File: config.mk
export PLATFORM = sky130hd
export DESIGN_NAME = dp_ram_steering
export DESIGN_NICKNAME = d
export VERILOG_FILES = /design/src/shared/dp_steer_pkg.sv /design/src/rtl/dp_ram_steering.sv /design/src/rtl/req_fifo.sv
export VERILOG_INCLUDE_DIRS = /design/src /design/src/shared
export SDC_FILE = /design/constraint.sdc
export NUM_CORES = 1
export LEC_CHECK = 0
export BUFFER_PORTS_ARGS = -buffer_cell sky130_fd_sc_hd__buf_2
export CAP_MARGIN = 5
export CORE_ASPECT_RATIO = 0.5
export CORE_UTILIZATION = 25
export DETAILED_ROUTE_END_ITERATION = 6
export GPL_ROUTABILITY_DRIVEN = 0
export GPL_TIMING_DRIVEN = 0
export PLACE_DENSITY = 0.45
export SYNTH_ARGS = -nofsm -noshare
export SYNTH_HDL_FRONTEND = slang
export SYNTH_SLANG_ARGS = --single-unit
File: constraint.sdc
create_clock -name ref_clk -period 3.6 [get_ports ref_clk]
set_input_delay 0.36 -clock ref_clk [delete_from_list [all_inputs] [get_ports ref_clk]]
set_output_delay 0.36 -clock ref_clk [all_outputs]
set_load 0.01 [all_outputs]
File: src/shared/dp_steer_cfg.svh
`ifndef DP_STEER_CFG_SVH
`define DP_STEER_CFG_SVH

// ****************************************
// data path widths
// ****************************************
`define BYTE_W      8
`define WORD_W      16
`define ADDR_W      16
`define LANE_LO_MSB 7
`define LANE_HI_LSB 8
`define LANE_ON     8'hFF
`define LANE_OFF    8'h00

// ****************************************
// pin synchroniser vector layout
// ****************************************
`define SY_RD       0
`define SY_WR       1
`define SY_SEL      2
`define SY_A0       3
`define SY_BHE      4
`define SY_ADDR_LO  5
`define SY_ADDR_HI  19
`define SY_DATA_LO  20
`define SY_DATA_HI  35
`define SYNC_W      36

// ****************************************
// local request queue entry layout
// ****************************************
`define LQ_DATA_LO  0
`define LQ_DATA_HI  15
`define LQ_A0       16
`define LQ_ADDR_LO  17
`define LQ_ADDR_HI  31
`define LQ_BHE      32
`define LQ_WR       33
`define LQ_W        34
`define LQ_DEPTH    32

`endif

File: src/shared/dp_steer_pkg.sv
`include "dp_steer_cfg.svh"

package dp_steer_pkg;

  // ****************************************
  // arbiter states and lane modes
  // ****************************************
  typedef enum logic [1:0] {
    ST_IDLE       = 2'b00,
    ST_LOCAL      = 2'b01,
    ST_SLAVE      = 2'b10,
    ST_SLAVE_WAIT = 2'b11
  } arb_state_e;

  // mode code is {byte_high_enable_n, address bit 0}
  typedef enum logic [1:0] {
    MODE_WORD = 2'b00,
    MODE_ODD  = 2'b01,
    MODE_EVEN = 2'b10,
    MODE_NONE = 2'b11
  } xfer_mode_e;

  typedef struct packed {
    arb_state_e              state;
    xfer_mode_e              mode;
    logic                    rd_xfer;
    logic                    req;
    logic [`SYNC_W-1:0]      s1;
    logic [`SYNC_W-1:0]      s2;
    logic [`SYNC_W-1:0]      s3;
    logic [`ADDR_W-1:1]      addr;
    logic [`WORD_W-1:0]      wdata;
    logic                    rd;
    logic                    we_lo_n;
    logic                    we_hi_n;
    logic [`WORD_W-1:0]      bus_out;
    logic [`WORD_W-1:0]      lrdata;
    logic                    xack_n;
    logic                    done;
  } steer_state_s;

  typedef struct packed {
    logic [4:0] wp;
    logic [4:0] rp;
    logic [5:0] cnt;
  } fifo_state_s;

endpackage

File: src/rtl/dp_ram_steering.sv
`timescale 1ns/1ps
`default_nettype none
`include "dp_steer_cfg.svh"

module dp_ram_steering (
  input  wire logic                 ref_clk,
  input  wire logic                 rst,
  input  wire logic                 local_req_valid,
  output logic                      local_req_ready,
  input  wire logic                 local_req_write,
  input  wire logic [`ADDR_W-1:0]   local_req_addr,
  input  wire logic                 local_req_bhe_n,
  input  wire logic [`WORD_W-1:0]   local_req_wdata,
  output logic                      local_done,
  output logic [`WORD_W-1:0]        local_rdata,
  input  wire logic                 bus_mem_rd_n,
  input  wire logic                 bus_mem_wr_n,
  input  wire logic                 board_select,
  input  wire logic [`ADDR_W-1:1]   bus_addr,
  input  wire logic                 buffered_address_bit0,
  input  wire logic                 byte_high_enable_n,
  input  wire logic [`WORD_W-1:0]   bus_data_in,
  output logic [`WORD_W-1:0]        bus_data_out,
  output logic [`WORD_W-1:0]        bus_data_oe,
  output logic                      word_lane_en_n,
  output logic                      swap_lane_en_n,
  output logic                      bus_transfer_direction,
  output logic                      bus_xack_n,
  output logic                      remote_ram_request,
  output logic                      local_grant,
  output logic                      remote_grant,
  output logic [`ADDR_W-1:1]        ram_addr,
  output logic [`WORD_W-1:0]        ram_wdata,
  output logic                      ram_read,
  output logic                      low_byte_write_strobe_n,
  output logic                      high_byte_write_strobe_n,
  input  wire logic [`WORD_W-1:0]   ram_rdata,
  input  wire logic                 ram_ack
);

  // ****************************************
  // local request queue
  // ****************************************
  logic [`LQ_W-1:0]         lq_in;
  logic [`LQ_W-1:0]         lq_out;
  logic                     lq_valid;
  logic                     lq_pop;
  dp_steer_pkg::xfer_mode_e lq_mode;

  assign lq_in = {local_req_write, local_req_bhe_n, local_req_addr, local_req_wdata};
  assign lq_mode = dp_steer_pkg::xfer_mode_e'({lq_out[`LQ_BHE], lq_out[`LQ_A0]});

  req_fifo #(
    .W     (`LQ_W),
    .DEPTH (`LQ_DEPTH)
  ) u_lq (
    .ref_clk   (ref_clk),
    .rst       (rst),
    .in_valid  (local_req_valid),
    .in_ready  (local_req_ready),
    .in_data   (lq_in),
    .out_valid (lq_valid),
    .out_ready (lq_pop),
    .out_data  (lq_out)
  );

  // ****************************************
  // pin synchroniser and remote decode
  // ****************************************
  dp_steer_pkg::steer_state_s st_r;
  dp_steer_pkg::steer_state_s st_nxt;
  logic [`SYNC_W-1:0]       pin_vec;
  logic                     pins_stable;
  logic                     cmd_now;
  logic                     remote_now;
  dp_steer_pkg::xfer_mode_e pin_mode;
  logic [`WORD_W-1:0]       pin_data;

  assign pin_vec = {bus_data_in, bus_addr, byte_high_enable_n, buffered_address_bit0,
                    board_select, bus_mem_wr_n, bus_mem_rd_n};
  // command and address only: undriven data lanes float while reading
  assign pins_stable = (st_r.s2[`SY_ADDR_HI:`SY_RD] == st_r.s3[`SY_ADDR_HI:`SY_RD]);
  assign cmd_now = (!st_r.s3[`SY_RD] || !st_r.s3[`SY_WR]) && st_r.s3[`SY_SEL];
  assign remote_now = pins_stable ? cmd_now : st_r.req;
  assign pin_mode = dp_steer_pkg::xfer_mode_e'({st_r.s3[`SY_BHE], st_r.s3[`SY_A0]});
  assign pin_data = st_r.s3[`SY_DATA_HI:`SY_DATA_LO];

  // ****************************************
  // arbiter and steering
  // ****************************************
  always_comb begin
    st_nxt      = st_r;
    st_nxt.s1   = pin_vec;
    st_nxt.s2   = st_r.s1;
    st_nxt.s3   = st_r.s2;
    st_nxt.req  = remote_now;
    st_nxt.done = 1'b0;
    lq_pop      = 1'b0;
    case (st_r.state)
      dp_steer_pkg::ST_IDLE: begin
        // local checked first, so a same-cycle remote waits
        if (lq_valid) begin
          lq_pop         = 1'b1;
          st_nxt.mode    = lq_mode;
          st_nxt.rd_xfer = !lq_out[`LQ_WR];
          st_nxt.addr    = lq_out[`LQ_ADDR_HI:`LQ_ADDR_LO];
          st_nxt.wdata   = lq_out[`LQ_DATA_HI:`LQ_DATA_LO];
          if (lq_mode == dp_steer_pkg::MODE_NONE) begin
            st_nxt.done = 1'b1;
          end else begin
            st_nxt.state   = dp_steer_pkg::ST_LOCAL;
            st_nxt.rd      = !lq_out[`LQ_WR];
            st_nxt.we_lo_n = !(lq_out[`LQ_WR] && !lq_out[`LQ_A0]);
            st_nxt.we_hi_n = !(lq_out[`LQ_WR] && !lq_out[`LQ_BHE]);
          end
        end else if (pins_stable && cmd_now) begin
          st_nxt.mode    = pin_mode;
          st_nxt.rd_xfer = !st_r.s3[`SY_RD];
          st_nxt.addr    = st_r.s3[`SY_ADDR_HI:`SY_ADDR_LO];
          // odd byte arrives on the low lanes; store it in the upper half
          st_nxt.wdata   = (pin_mode == dp_steer_pkg::MODE_ODD) ?
                           {pin_data[`LANE_LO_MSB:0], pin_data[`LANE_LO_MSB:0]} :
                           pin_data;
          if (pin_mode == dp_steer_pkg::MODE_NONE) begin
            st_nxt.state = dp_steer_pkg::ST_SLAVE_WAIT;
          end else begin
            st_nxt.state   = dp_steer_pkg::ST_SLAVE;
            st_nxt.rd      = !st_r.s3[`SY_RD];
            st_nxt.we_lo_n = !(st_r.s3[`SY_RD] && !st_r.s3[`SY_A0]);
            st_nxt.we_hi_n = !(st_r.s3[`SY_RD] && !st_r.s3[`SY_BHE]);
          end
        end
      end
      dp_steer_pkg::ST_LOCAL: begin
        if (ram_ack) begin
          st_nxt.rd      = 1'b0;
          st_nxt.we_lo_n = 1'b1;
          st_nxt.we_hi_n = 1'b1;
          st_nxt.lrdata  = st_r.rd_xfer ? ram_rdata : st_r.lrdata;
          st_nxt.done    = 1'b1;
          st_nxt.state   = dp_steer_pkg::ST_IDLE;
        end
      end
      dp_steer_pkg::ST_SLAVE: begin
        if (ram_ack) begin
          st_nxt.rd      = 1'b0;
          st_nxt.we_lo_n = 1'b1;
          st_nxt.we_hi_n = 1'b1;
          if (st_r.rd_xfer) begin
            st_nxt.bus_out = (st_r.mode == dp_steer_pkg::MODE_ODD) ?
                             {`LANE_OFF, ram_rdata[`WORD_W-1:`LANE_HI_LSB]} :
                             ram_rdata;
          end
          st_nxt.xack_n  = 1'b0;
          st_nxt.state   = dp_steer_pkg::ST_SLAVE_WAIT;
        end
      end
      dp_steer_pkg::ST_SLAVE_WAIT: begin
        // slave mode holds until the remote command is gone
        if (!st_r.req) begin
          st_nxt.xack_n = 1'b1;
          st_nxt.state  = dp_steer_pkg::ST_IDLE;
        end
      end
      default: begin
        st_nxt.state = dp_steer_pkg::ST_IDLE;
      end
    endcase
  end

  always_ff @(posedge ref_clk) begin
    if (rst) begin
      st_r         <= '0;
      st_r.state   <= dp_steer_pkg::ST_IDLE;
      st_r.mode    <= dp_steer_pkg::MODE_NONE;
      st_r.s1      <= '1;
      st_r.s2      <= '1;
      st_r.s3      <= '1;
      st_r.we_lo_n <= 1'b1;
      st_r.we_hi_n <= 1'b1;
      st_r.xack_n  <= 1'b1;
    end else begin
      st_r <= st_nxt;
    end
  end

  // ****************************************
  // transceiver enables and outputs
  // ****************************************
  logic slave_act;
  logic lo_lane_on;
  logic hi_lane_on;

  assign remote_grant = (st_r.state == dp_steer_pkg::ST_SLAVE) ||
                        (st_r.state == dp_steer_pkg::ST_SLAVE_WAIT);
  assign local_grant  = (st_r.state == dp_steer_pkg::ST_LOCAL);
  assign slave_act    = remote_grant && (st_r.mode != dp_steer_pkg::MODE_NONE);
  assign word_lane_en_n = !(slave_act && (st_r.mode == dp_steer_pkg::MODE_WORD ||
                                          st_r.mode == dp_steer_pkg::MODE_EVEN));
  assign swap_lane_en_n = !(slave_act && st_r.mode == dp_steer_pkg::MODE_ODD);
  assign bus_transfer_direction = slave_act && st_r.rd_xfer;
  // drive only lanes whose transceiver is on and pointed outward
  assign lo_lane_on = bus_transfer_direction && !(word_lane_en_n && swap_lane_en_n);
  assign hi_lane_on = bus_transfer_direction && st_r.mode == dp_steer_pkg::MODE_WORD;
  assign bus_data_oe = {hi_lane_on ? `LANE_ON : `LANE_OFF, lo_lane_on ? `LANE_ON : `LANE_OFF};

  assign bus_data_out             = st_r.bus_out;
  assign bus_xack_n               = st_r.xack_n;
  assign remote_ram_request       = st_r.req;
  assign local_done               = st_r.done;
  assign local_rdata              = st_r.lrdata;
  assign ram_addr                 = st_r.addr;
  assign ram_wdata                = st_r.wdata;
  assign ram_read                 = st_r.rd;
  assign low_byte_write_strobe_n  = st_r.we_lo_n;
  assign high_byte_write_strobe_n = st_r.we_hi_n;
endmodule // dp_ram_steering

`default_nettype wire

File: src/rtl/req_fifo.sv
`timescale 1ns/1ps
`default_nettype none
`include "dp_steer_cfg.svh"

module req_fifo #(
  parameter int W     = `LQ_W,
  parameter int DEPTH = `LQ_DEPTH
) (
  input  wire logic         ref_clk,
  input  wire logic         rst,
  input  wire logic         in_valid,
  output logic              in_ready,
  input  wire logic [W-1:0] in_data,
  output logic              out_valid,
  input  wire logic         out_ready,
  output logic [W-1:0]      out_data
);

  localparam int AW = $clog2(DEPTH);

  logic [W-1:0]              mem [DEPTH];
  dp_steer_pkg::fifo_state_s f_r;
  dp_steer_pkg::fifo_state_s f_nxt;
  logic                      push;
  logic                      pop;

  assign in_ready  = (f_r.cnt != (AW+1)'(DEPTH));
  assign out_valid = (f_r.cnt != '0);
  assign out_data  = mem[f_r.rp];
  assign push      = in_valid && in_ready;
  assign pop       = out_valid && out_ready;

  always_comb begin
    f_nxt    = f_r;
    f_nxt.wp = push ? f_r.wp + 1'b1 : f_r.wp;
    f_nxt.rp = pop ? f_r.rp + 1'b1 : f_r.rp;
    if (push && !pop) begin
      f_nxt.cnt = f_r.cnt + 1'b1;
    end else if (pop && !push) begin
      f_nxt.cnt = f_r.cnt - 1'b1;
    end
  end

  always_ff @(posedge ref_clk) begin
    if (rst) begin
      f_r <= '0;
    end else begin
      f_r <= f_nxt;
    end
  end

  always_ff @(posedge ref_clk) begin
    if (push) begin
      mem[f_r.wp] <= in_data;
    end
  end

endmodule // req_fifo

`default_nettype wire

==> results of run 1 <==
cell usage after synthesis, types with 6 or more instances:
cell / count / area (µm²)
a211oi_1: 9 / 67.6
a21oi_1: 43 / 215
a22oi_1: 8 / 60.1
a31oi_1: 6 / 37.5
buf_1: 10 / 37.5
buf_2: 30 / 150
buf_4: 98 / 736
clkbuf_1: 74 / 278
dfxtp_1: 203 / 4060
edfxtp_1: 1088 / 32700
ha_1: 15 / 188
inv_1: 10 / 37.5
mux2_2: 9 / 101
mux2i_1: 78 / 781
mux4_2: 318 / 7160
nand2_1: 101 / 379
nand2b_1: 37 / 231
nand3_1: 24 / 120
nor2_1: 78 / 293
o21ai_0: 35 / 175
o21ai_1: 6 / 30.0
o22ai_1: 32 / 200
or2_2: 110 / 688
xor2_1: 27 / 236
power by group through the flow:
stage	logic [mW]	registers (mW)	clock network [mW]
after global routing	9.73	16.9	14.1
after detailed placement	9.06	17.2	0
after CTS	9.18	16.8	13.6
final	9.13	16.8	13.3
after floorplan	5.66	17.1	0
after global placement	8.92	17.2	0
final cells by class:
class | instances | share of cell area, %
Antenna cell | 3 | 0.0125
Buffer | 212 | 2.14
Clock buffer | 166 | 5.93
Clock inverter | 59 | 0.878
Inverter | 11 | 0.0732
Multi-Input combinational cell | 994 | 19.6
Sequential cell | 1291 | 61.4
Tap cell | 2610 | 5.46
Timing Repair Buffer | 292 | 4.53
flip-flops by register name, summed over array words and instances, names as in the netlist, 16 cells and up, named ones only:
register / cells
local_rdata: 16
st_r: 23
u_lq.mem: 1088
pin_data: 16
ram_wdata: 16
st_nxt: 72
u_lq.f_r: 16
bus_data_out: 16
how the worst max path moves through the flow:
stage           startpoint               to  slack (ns)  cells after the start
2_1_floorplan  u_lq.f_r[0]      u_lq.f_r[5]        0.29                     15
3_3_place_gp   u_lq.f_r[0]  u_lq.mem[6][14]       -3.46                      7
3_5_place_dp     flip-flop    ram_wdata[14]       -0.47                      8
4_1_cts          flip-flop      ram_addr[5]       0.002                      9
5_1_grt          flip-flop     ram_addr[13]      0.0008                      9
6_report         flip-flop    ram_wdata[14]        0.08                      9
metal layers:
layer	part of all wire, %	vias to the layer above	GRT usage (%)
li1	-	10757	-
met1	44	13641	19.3
met2	47	802	23.6
met3	6.5	235	3.47
met4	2.9	6	4.97
met5	0.028	-	0
critical path, cell delays in order, from the launching register on:
cell,delay [ns]
dfxtp_1,0.32
buf_4,0.21
buf_2,0.42
clkbuf_2,0.52
mux4_2,0.41
mux4_2,0.57
mux2i_2,0.48
nand2_1,0.11
o21ai_0,0.18
o22ai_1,0.13
per-stage QoR:
step	setup WS [ns]	cells
after CTS	0.00162	5634
final	0.0762	5638
after detailed placement	-0.465	5356
after floorplan	0.289	2511
after global placement	-3.46	5299
after global routing	0.000827	5637
logic make-up after synthesis:
logic type,synth area share [%]
and+or+nand+nor,3.99
buffers and inverters,2.58
AOI/OAI and AO/OA,1.89
xor gates and xnor gates,0.567
adders and majority gates,0.420
muxes,16.3
DFF,74.3
timing repair:
| item | CTS | global route |
|---|---|---|
| hold buffers | 53 | 0 |
| pin swaps | 1 | 2 |
| gates resized for setup | 31 | 37 |
| setup endpoints to repair | 309 | 28 |
| setup buffers | 1 | 3 |
| endpoints found under the hold margin | 69 | 0 |
==> results.md, run 1 <==
- Largest net degree at the start of global routing: 33
- Seq/Total Area, Yosys: around 74%
- Residual DRC: 0
- Type of the tightest min-delay check: in2reg
- Die area: 0.200 mm²
- Max Clock Skew: ~0.025 ns
- Vias per inst: 4.51
- Nets: 3040
- Chip Height: 316 µm
- Critical Path AT: 4.14 ns
- Final Hold Viols: 0
- RSZ-0062 raised after global routing: false
- Shortest period the worst path allows: 3.52 ns
- Leakage power: 19.0 nW
- Layout cells sized above 1: a little over a third
- Sink Count: 1291
- Syn Area/Cell: around 20 µm²
- Peak supply drop: around 0.6 mV
- Distinct cells, synth: 54
- Util after Layout: a little under a third
- Initial antenna violation count: 16
- Total number of vias: 25441
- Register Area: roughly 0.037 mm²
- Ports: roughly 180
- R2R Path End: ram_wdata[14]
- Post-Syn Nets: 2617
- Fmax: 284 MHz
- Final WL: approximately 150000 µm
- Yosys reg bits: 1291
- Number of DRC markers in iteration 0: roughly 2500
- Cells on Worst Hold Path: 1
- DRT Pass-1 Iters: 5
- Slew headroom: 9.41%
- Syn. warnings: 0
- Max_cap viols: 0
- Ys async rst share: 0%
- Clock-pin slew on the worst setup and hold paths: 0.07 ns
- Worst Setup Start Kind: flip-flop
- R2r setup slk: 0.08 ns
- Period utilization: 97.9%
- Fillcell total: 19017
- Sw Share: roughly 28%
- Most frequent cells in the layout: edfxtp_1 (1088), mux4_2 (318), buf_2 (207)
- Critical Path Sink Type: flip-flop
- Multi-input logic area: about 0.012 mm²
- TritonCTS clock tree: built
- I/O Buffers: 178
- Worst hold start: local_req_wdata[3]
- Post-DP Area: 0.0551 mm²
- Critical Path Fanout Max: 10
- Net Switching: 11.1 mW
- Mapped Area: 0.0494 mm²
- Clock power frac: 33.8%
- Gr ovfl total: 0
- Synth Instances: around 2500
- Clk root buf: clkbuf_16
- Vias in the first global route: 26273
- Finish-stage setup viols: 0
- Global-route wire length before repair: 203000 µm
- Setup CP Type: reg2reg
- Worst Path Required: 4.21 ns
- Worst skew pair latency: roughly 0.76 ns
- Hold WS: around 0.11 ns
- Power Total: around 39 mW
- Status: finished clean
- Row cnt: 114
- Final Instance Area: 0.0599 mm²
- Area growth syn-to-layout: 21.1%
- Worst-Margin Slew: 1.36 ns
- Core area: ~0.19 mm²
- Die W: 631 µm
- Max Buffers Root-to-Sink: 3
- Pwr/cell area: 656 mW/mm²
- Htree depth: 4
- Post-synth top flop: edfxtp_1
- Most common cell after layout, fill and taps aside: edfxtp_1
- Sequential power share: roughly 43%
- Logic pwr share: 23.2%
- Hold path endpoint: u_lq.mem[30][3]
- Setup TNS: 0 ns
- CTS Buf Count: 132
- Number of nets with antenna violations after routing: 0
- Hpwl dp: about 100000 µm
- WL per Instance: 26.1 µm
- Internal power: 28.1 mW
- Number of synthesized flops with an enable pin: 1088
- Starting Density: between 20% and 30%
- R2R depth: 9
- GRT Resource Usage Total: 14.6%
- Final Max Slew Viols: 0
Note: power is estimated with default switching activity, not from simulation.
==> run 2: changes to the inputs <==
==> constraint.sdc (replaced) <==
create_clock -name ref_clk -period 3.6 [get_ports ref_clk]
set_input_delay 0.72 -clock ref_clk [delete_from_list [all_inputs] [get_ports ref_clk]]
set_output_delay 0.72 -clock ref_clk [all_outputs]
set_load 0.01 [all_outputs]
==> run 2 against run 1 <==
  * Routed wire length fell by 0.26%
  * Register-to-register slack got worse by 0.04 ns
  * Largest cell class unchanged
  * Setup slack worse by 0.037 ns
  * Via count shrank 1.4%
  * Worst hold slack better by 0.042 ns
  * Global-route usage about the same
  * Highest routed layer unchanged
  * Critical path depth unchanged
  * Sequential cell count stayed put
==> results.md, run 2 (synthesis gave the netlist of run 1 again) <==
- Htree depth: 4 (unchanged)
- Die W: 631 µm (unchanged)
- Post-DP Area: 0.0551 mm² (unchanged)
- Most frequent cells in the layout: edfxtp_1 (1088), mux4_2 (318), buf_2 (207)
- Final Max Slew Viols: 0 (unchanged)
- Register name with the most flops: u_lq.mem
- Residual DRC: 0 (unchanged)
- Area growth syn-to-layout: 20.0%
- Gr ovfl total: 0 (unchanged)
- Register Area: 0.0367 mm² (unchanged)
- Global-route wire length before repair: 203000 µm (about the same)
- Hpwl dp: 99800 µm (unchanged)
- Max FFs per register: 1088 (unchanged)
- Leakage power: 18.8 nW (-1.2%)
- Final Instance Area: 0.0593 mm² (-0.89%)
- Shortest period the worst path allows: 3.56 ns (+0.0371 ns)
- Max_cap viols: 0 (unchanged)
- WL per Instance: 26.3 µm (+0.67%)
- Initial antenna violation count: 19 (+3)
- Status: finished clean
- Number of nets with antenna violations after routing: 0 (unchanged)
- Largest delay share family, worst path: multiplexers
- Crit-path max cell delay: 0.68 ns (+0.11 ns)
- Ports: 181 (unchanged)
- Critical Path Sink Type: flip-flop
- DRT Pass-1 Iters: 5 (unchanged)
- Cell breakdown of the critical path: buf_4, buf_2, clkdlybuf4s18_2, mux4_2, mux4_2, mux2i_1, nand2_1, o21ai_0, o22ai_1
- Final Hold Viols: 0 (unchanged)
- Sink Count: 1291 (unchanged)
- Most common cell after layout, fill and taps aside: edfxtp_1
- Number of DRC markers in iteration 0: 2519 (+2.0%)
- Final WL: 147000 µm (-0.26%)
- Clock-pin slew on the worst setup and hold paths: 0.06 ns (about the same)
- Finish-stage setup viols: 0 (unchanged)
- Fillcell total: 19043 (+0.14%)
- Fmax: 281 MHz (-1.0%)
- Type of the tightest min-delay check: in2reg
- Clk root buf: clkbuf_16
- Setup CP Type: reg2reg
- Chip Height: 316 µm (unchanged)
- Period utilization: 98.9% (+1.0 points)
- Critical Path AT: 4.17 ns (+0.03 ns)
- WP buf/inv: 3 (unchanged)
- I/O Buffers: 178 (unchanged)
- Core area: 0.195 mm² (unchanged)
- Slew headroom: 13.7% (+4.3 points)
- Row cnt: 114 (unchanged)
- Peak supply drop: 0.605 mV (+0.50%)
- Worst Setup Start Kind: flip-flop
- Critical Path Fanout Max: 10 (unchanged)
- Pwr/cell area: 661 mW/mm² (+0.77%)
- Layout cells sized above 1: 36.0% (+0.56 points)
- Die area: 0.200 mm² (unchanged)
- Nets: 2987 (-1.7%)
- Max Buffers Root-to-Sink: 3 (unchanged)
- Largest net degree at the start of global routing: 33 (unchanged)
- Vias in the first global route: 26078 (-0.74%)
- CTS Buf Count: 132 (unchanged)
- Max Clock Skew: 0.0286 ns (+0.00327 ns)
- Multi-input logic area: 0.0117 mm² (about the same)
- Worst skew pair latency: 0.76 ns (about the same)
- Power Total: 39.2 mW (-0.12%)
- GRT Resource Usage Total: 14.6% (-0.032 points)
- Post-CTS Hold Buffers: 0 (-100%)
- Starting Density: 25.4% (unchanged)
- Total number of vias: 25087 (-1.4%)
- Most used cell, CP: mux4_2
- Slowest CP cell: mux2i_1
- TritonCTS clock tree: built
- Worst Path Required: 4.21 ns (about the same)
- Worst-Margin Slew: 1.29 ns (-0.0642 ns)
- Vias per inst: 4.49 (-0.47%)
run 2: what timing repair did:
item / CTS / global route
buffers inserted: 1 / 3
gates resized for setup: 32 / 33
pin swaps: 1 / 2
setup endpoints to repair: 317 / 25
run 2: worst paths after layout:
check             cells after the start  slack [ns]          end   startpoint
setup / recovery                      9        0.04  ram_addr[1]    flip-flop
hold / removal                        2        0.15  st_nxt[112]  bus_addr[4]
setup reg to reg                      9        0.04  ram_addr[1]    flip-flop
hold reg to reg                       1        0.41  st_nxt[101]  st_nxt[137]
run 2: power by group:
group	internal (mW)	switching (mW)	leakage [nW]
Clock	7.60	5.69	2.00
Combinational	3.87	5.20	5.32
Sequential	16.6	0.230	11.5
Total	28.1	11.1	18.8
run 2: per-layer routing:
metal | routed length [µm] | track usage [%] | share of wire [%]
met1 | 65000 | 19.7 | 44
met2 | 69400 | 23.7 | 47
met3 | 8640 | 2.84 | 5.9
met4 | 3710 | 4.49 | 2.5
met5 | 41 | 0 | 0.028
run 2: stage by stage:
step	hold slack, ns	utilization, %	std cells	setup TNS [ns]	worst slack [ns]
2_1_floorplan	0.389	-	2511	0	0.289
3_3_place_gp	0.395	27.5	5299	-3163.96	-3.46
3_5_place_dp	0.394	28.3	5356	-34.35	-0.465
4_1_cts	0.0903	30.4	5581	0	0.00162
5_1_grt	0.120	30.4	5584	-0.00857	-0.00857
6_report	0.148	30.5	5586	0	0.0391
run 2: final cells by class:
class                      instances  share of cell area [%]
multi-input combinational        994                    19.8
timing repair buffer             239                    3.68
antenna                            4                  0.0169
clock buffer                     166                    5.99
inverter                          11                  0.0738
tap                             2610                    5.50
clock inverter                    59                   0.886
sequential                      1291                    61.9
buffer                           212                    2.16
==> run 3: changes to the inputs <==
Settings changed: CORE_UTILIZATION 25 to 45, PLACE_DENSITY 0.45 to 0.69.
Clock period 3.6 ns to 2.9 ns, I/O delays scaled along.
==> run 3 against run 2 <==
  * Routed wire length is 14% lower
  * Die area is 44% lower
  * Sequential cell count stayed put
  * Worst hold slack worse by 0.11 ns
  * Clock skew is 0.0075 ns higher
  * The flow now finishes with violations (setup timing)
==> results.md, run 3 (synthesis gave the netlist of run 1 again) <==
- Worst-Margin Slew: 1.10 ns (-0.190 ns)
- Period utilization: 106% (+7.4 points)
- Worst skew pair latency: 0.73 ns (-0.03 ns)
- Gr ovfl total: 0 (unchanged)
- Core area: 0.108 mm² (-44%)
- Pwr/cell area: 823 mW/mm² (+25%)
- Max_cap viols: 0 (unchanged)
- Max Buffers Root-to-Sink: 3 (unchanged)
- Vias per inst: 5.83 (+30%)
- Ports: 181 (unchanged)
- Clock power frac: 31.7% (-2.2 points)
- Leakage power: 18.7 nW (-0.27%)
- M1 WL: 50900 µm (-22%)
- Residual DRC: 0 (unchanged)
- Logic pwr share: 24.4% (+1.3 points)
- Critical Path Fanout Max: 4 (-6)
- CTS Buf Count: 114 (-14%)
- Number of nets with antenna violations after routing: 0 (unchanged)
- Violations in the final reports: setup timing
- Shortest period the worst path allows: 3.08 ns (-0.477 ns)
- Most frequent cells in the layout: edfxtp_1 (1088), mux4_2 (318), dfxtp_1 (199)
- Die area: 0.111 mm² (-44%)
- Htree depth: 3 (-1)
- Final Max Slew Viols: 0 (unchanged)
- DR top layer: met5
- Place WS: -0.950 ns (-0.485 ns)
- Net Switching: 13.4 mW (+20%)
- RSZ-0062 raised after global routing: true
- Setup CP Type: reg2reg
- Critical Path Sink Type: flip-flop
- Type of the tightest min-delay check: in2reg
- Post-CTS Hold Buffers: 0 (unchanged)
- Sw Share: 28.1% (-0.31 points)
- Final Hold Viols: 0 (unchanged)
- Number of DRC markers in iteration 0: 3426 (+36%)
- Clk root buf: clkbuf_16
- Largest net degree at the start of global routing: 33 (unchanged)
- Hpwl dp: 81800 µm (-18%)
- Non-Filler Instances: 4403 (-21%)
- Worst Setup Start Kind: flip-flop
- Row cnt: 85 (-25%)
- Critical Path AT: 3.71 ns (-0.46 ns)
- WL per Instance: 28.8 µm (+9.5%)
- Finish-stage setup viols: 3 (+3)
- Total number of vias: 25669 (+2.3%)
- Routed wl met2: 59400 µm (-14%)
- Sequential power share: 44.0% (+1.0 points)
- TritonCTS clock tree: built
- Final WL: 127000 µm (-14%)
- Die W: 471 µm (-25%)
- Layout cells sized above 1: 37.6% (+1.6 points)
- Global-route wire length before repair: 182000 µm (-10%)
- Worst Path Required: 3.53 ns (-0.68 ns)
- Clock-pin slew on the worst setup and hold paths: 0.06 ns (about the same)
- Sink Count: 1291 (unchanged)
- Max Clock Skew: 0.0361 ns (+0.00749 ns)
- Max FFs per register: 1088 (unchanged)
- Area growth syn-to-layout: 17.1%
- Slew headroom: 26.3% (+13 points)
- Initial antenna violation count: 12 (-7)
- Vias in the first global route: 25845 (-0.89%)
- Met3 routed wirelength: 13000 µm (+50%)
- Register name with the most flops: u_lq.mem
- Nets: 2980 (-0.23%)
- Status: complete, but fails checks
- Internal power: 34.3 mW (+22%)
- Starting Density: 45.7% (+20 points)
- Final worst setup slack: -0.184 ns (-0.223 ns)
- Placed cells: 4161 (-22%)
- Peak supply drop: 0.488 mV (-19%)
- GRT Resource Usage Total: 22.8% (+8.3 points)
- Fmax: 324 MHz (+15%)
- Chip Height: 236 µm (-25%)
- Most common cell after layout, fill and taps aside: edfxtp_1
- I/O Buffers: 178 (unchanged)
- DRT Pass-1 Iters: 6 (+1)
[run 3: path summary, 6_finish.rpt]
path                   from     endpoint  slack (ns)  depth (start not counted)
max reg2reg     u_lq.f_r[1]  u_lq.f_r[5]       -0.18                         14
min          bus_data_in[7]  st_nxt[131]        0.04                          2
max             u_lq.f_r[1]  u_lq.f_r[5]       -0.18                         14
min reg2reg     st_nxt[107]   st_nxt[71]        0.41                          1
[run 3: per-layer routing]
metal / vias to the layer above / global-route usage (%)
met2: 1304 / 36.1
met5: - / 0
li1: 10658 / -
met3: 222 / 5.81
met1: 13471 / 31.6
met4: 14 / 6.17
[run 3: repair_timing]
| action | CTS | global route |
|---|---|---|
| gates resized for setup | 165 | 66 |
| gates cloned | 1 | 0 |
| buffers inserted | 31 | 5 |
| setup endpoints to repair | 1146 | 55 |
| pin swaps | 28 | 13 |
[run 3: power groups by stage]
stage / Combinational [mW] / Clock (mW) / Sequential [mW]
floorplan: 7.05 / 0 / 21.2
global placement: 10.3 / 0 / 21.3
detailed placement: 10.5 / 0 / 21.3
CTS: 11.3 / 15.3 / 21.0
global route: 12.3 / 16.0 / 21.0
finish: 11.6 / 15.1 / 21.0
[run 3: through the flow]
step	instance area, µm²	hold slack, ns	TNS, ns	total power, mW	utilization, %
after floorplan	49500	0.389	-202.43	28.3	-
after global placement	52200	0.393	-2435.52	31.6	48.2
after detailed placement	53200	0.394	-449.35	31.9	49.1
after CTS	57700	0.00901	-0.353	47.5	53.3
after global routing	57900	0.0140	-0.691	49.2	53.5
final	57900	0.0365	-0.310	47.7	53.5
[run 3: worst max-delay path, cell delays in order (launching register included)]
cell      delay (ns)
dfxtp_2         0.32
or4_4           0.56
or3_4           0.36
and2_4          0.19
clkinv_4        0.06
ha_4            0.13
inv_4           0.05
ha_4            0.20
a21o_1          0.16
a21oi_2         0.15
o21bai_1        0.08
a21oi_1         0.17
xnor2_1         0.10
or3_1           0.33
a21oi_2         0.15
[run 3: final cells by class]
type / instances / area [µm²]
antenna: 2 / 5.00
buffer: 211 / 1560
clock buffer: 143 / 3010
clock inverter: 65 / 659
fill: 8169 / 50400
inverter: 11 / 48.8
multi-input combinational: 995 / 12000
sequential: 1291 / 36700
tap: 1435 / 1800
timing repair buffer: 250 / 2030
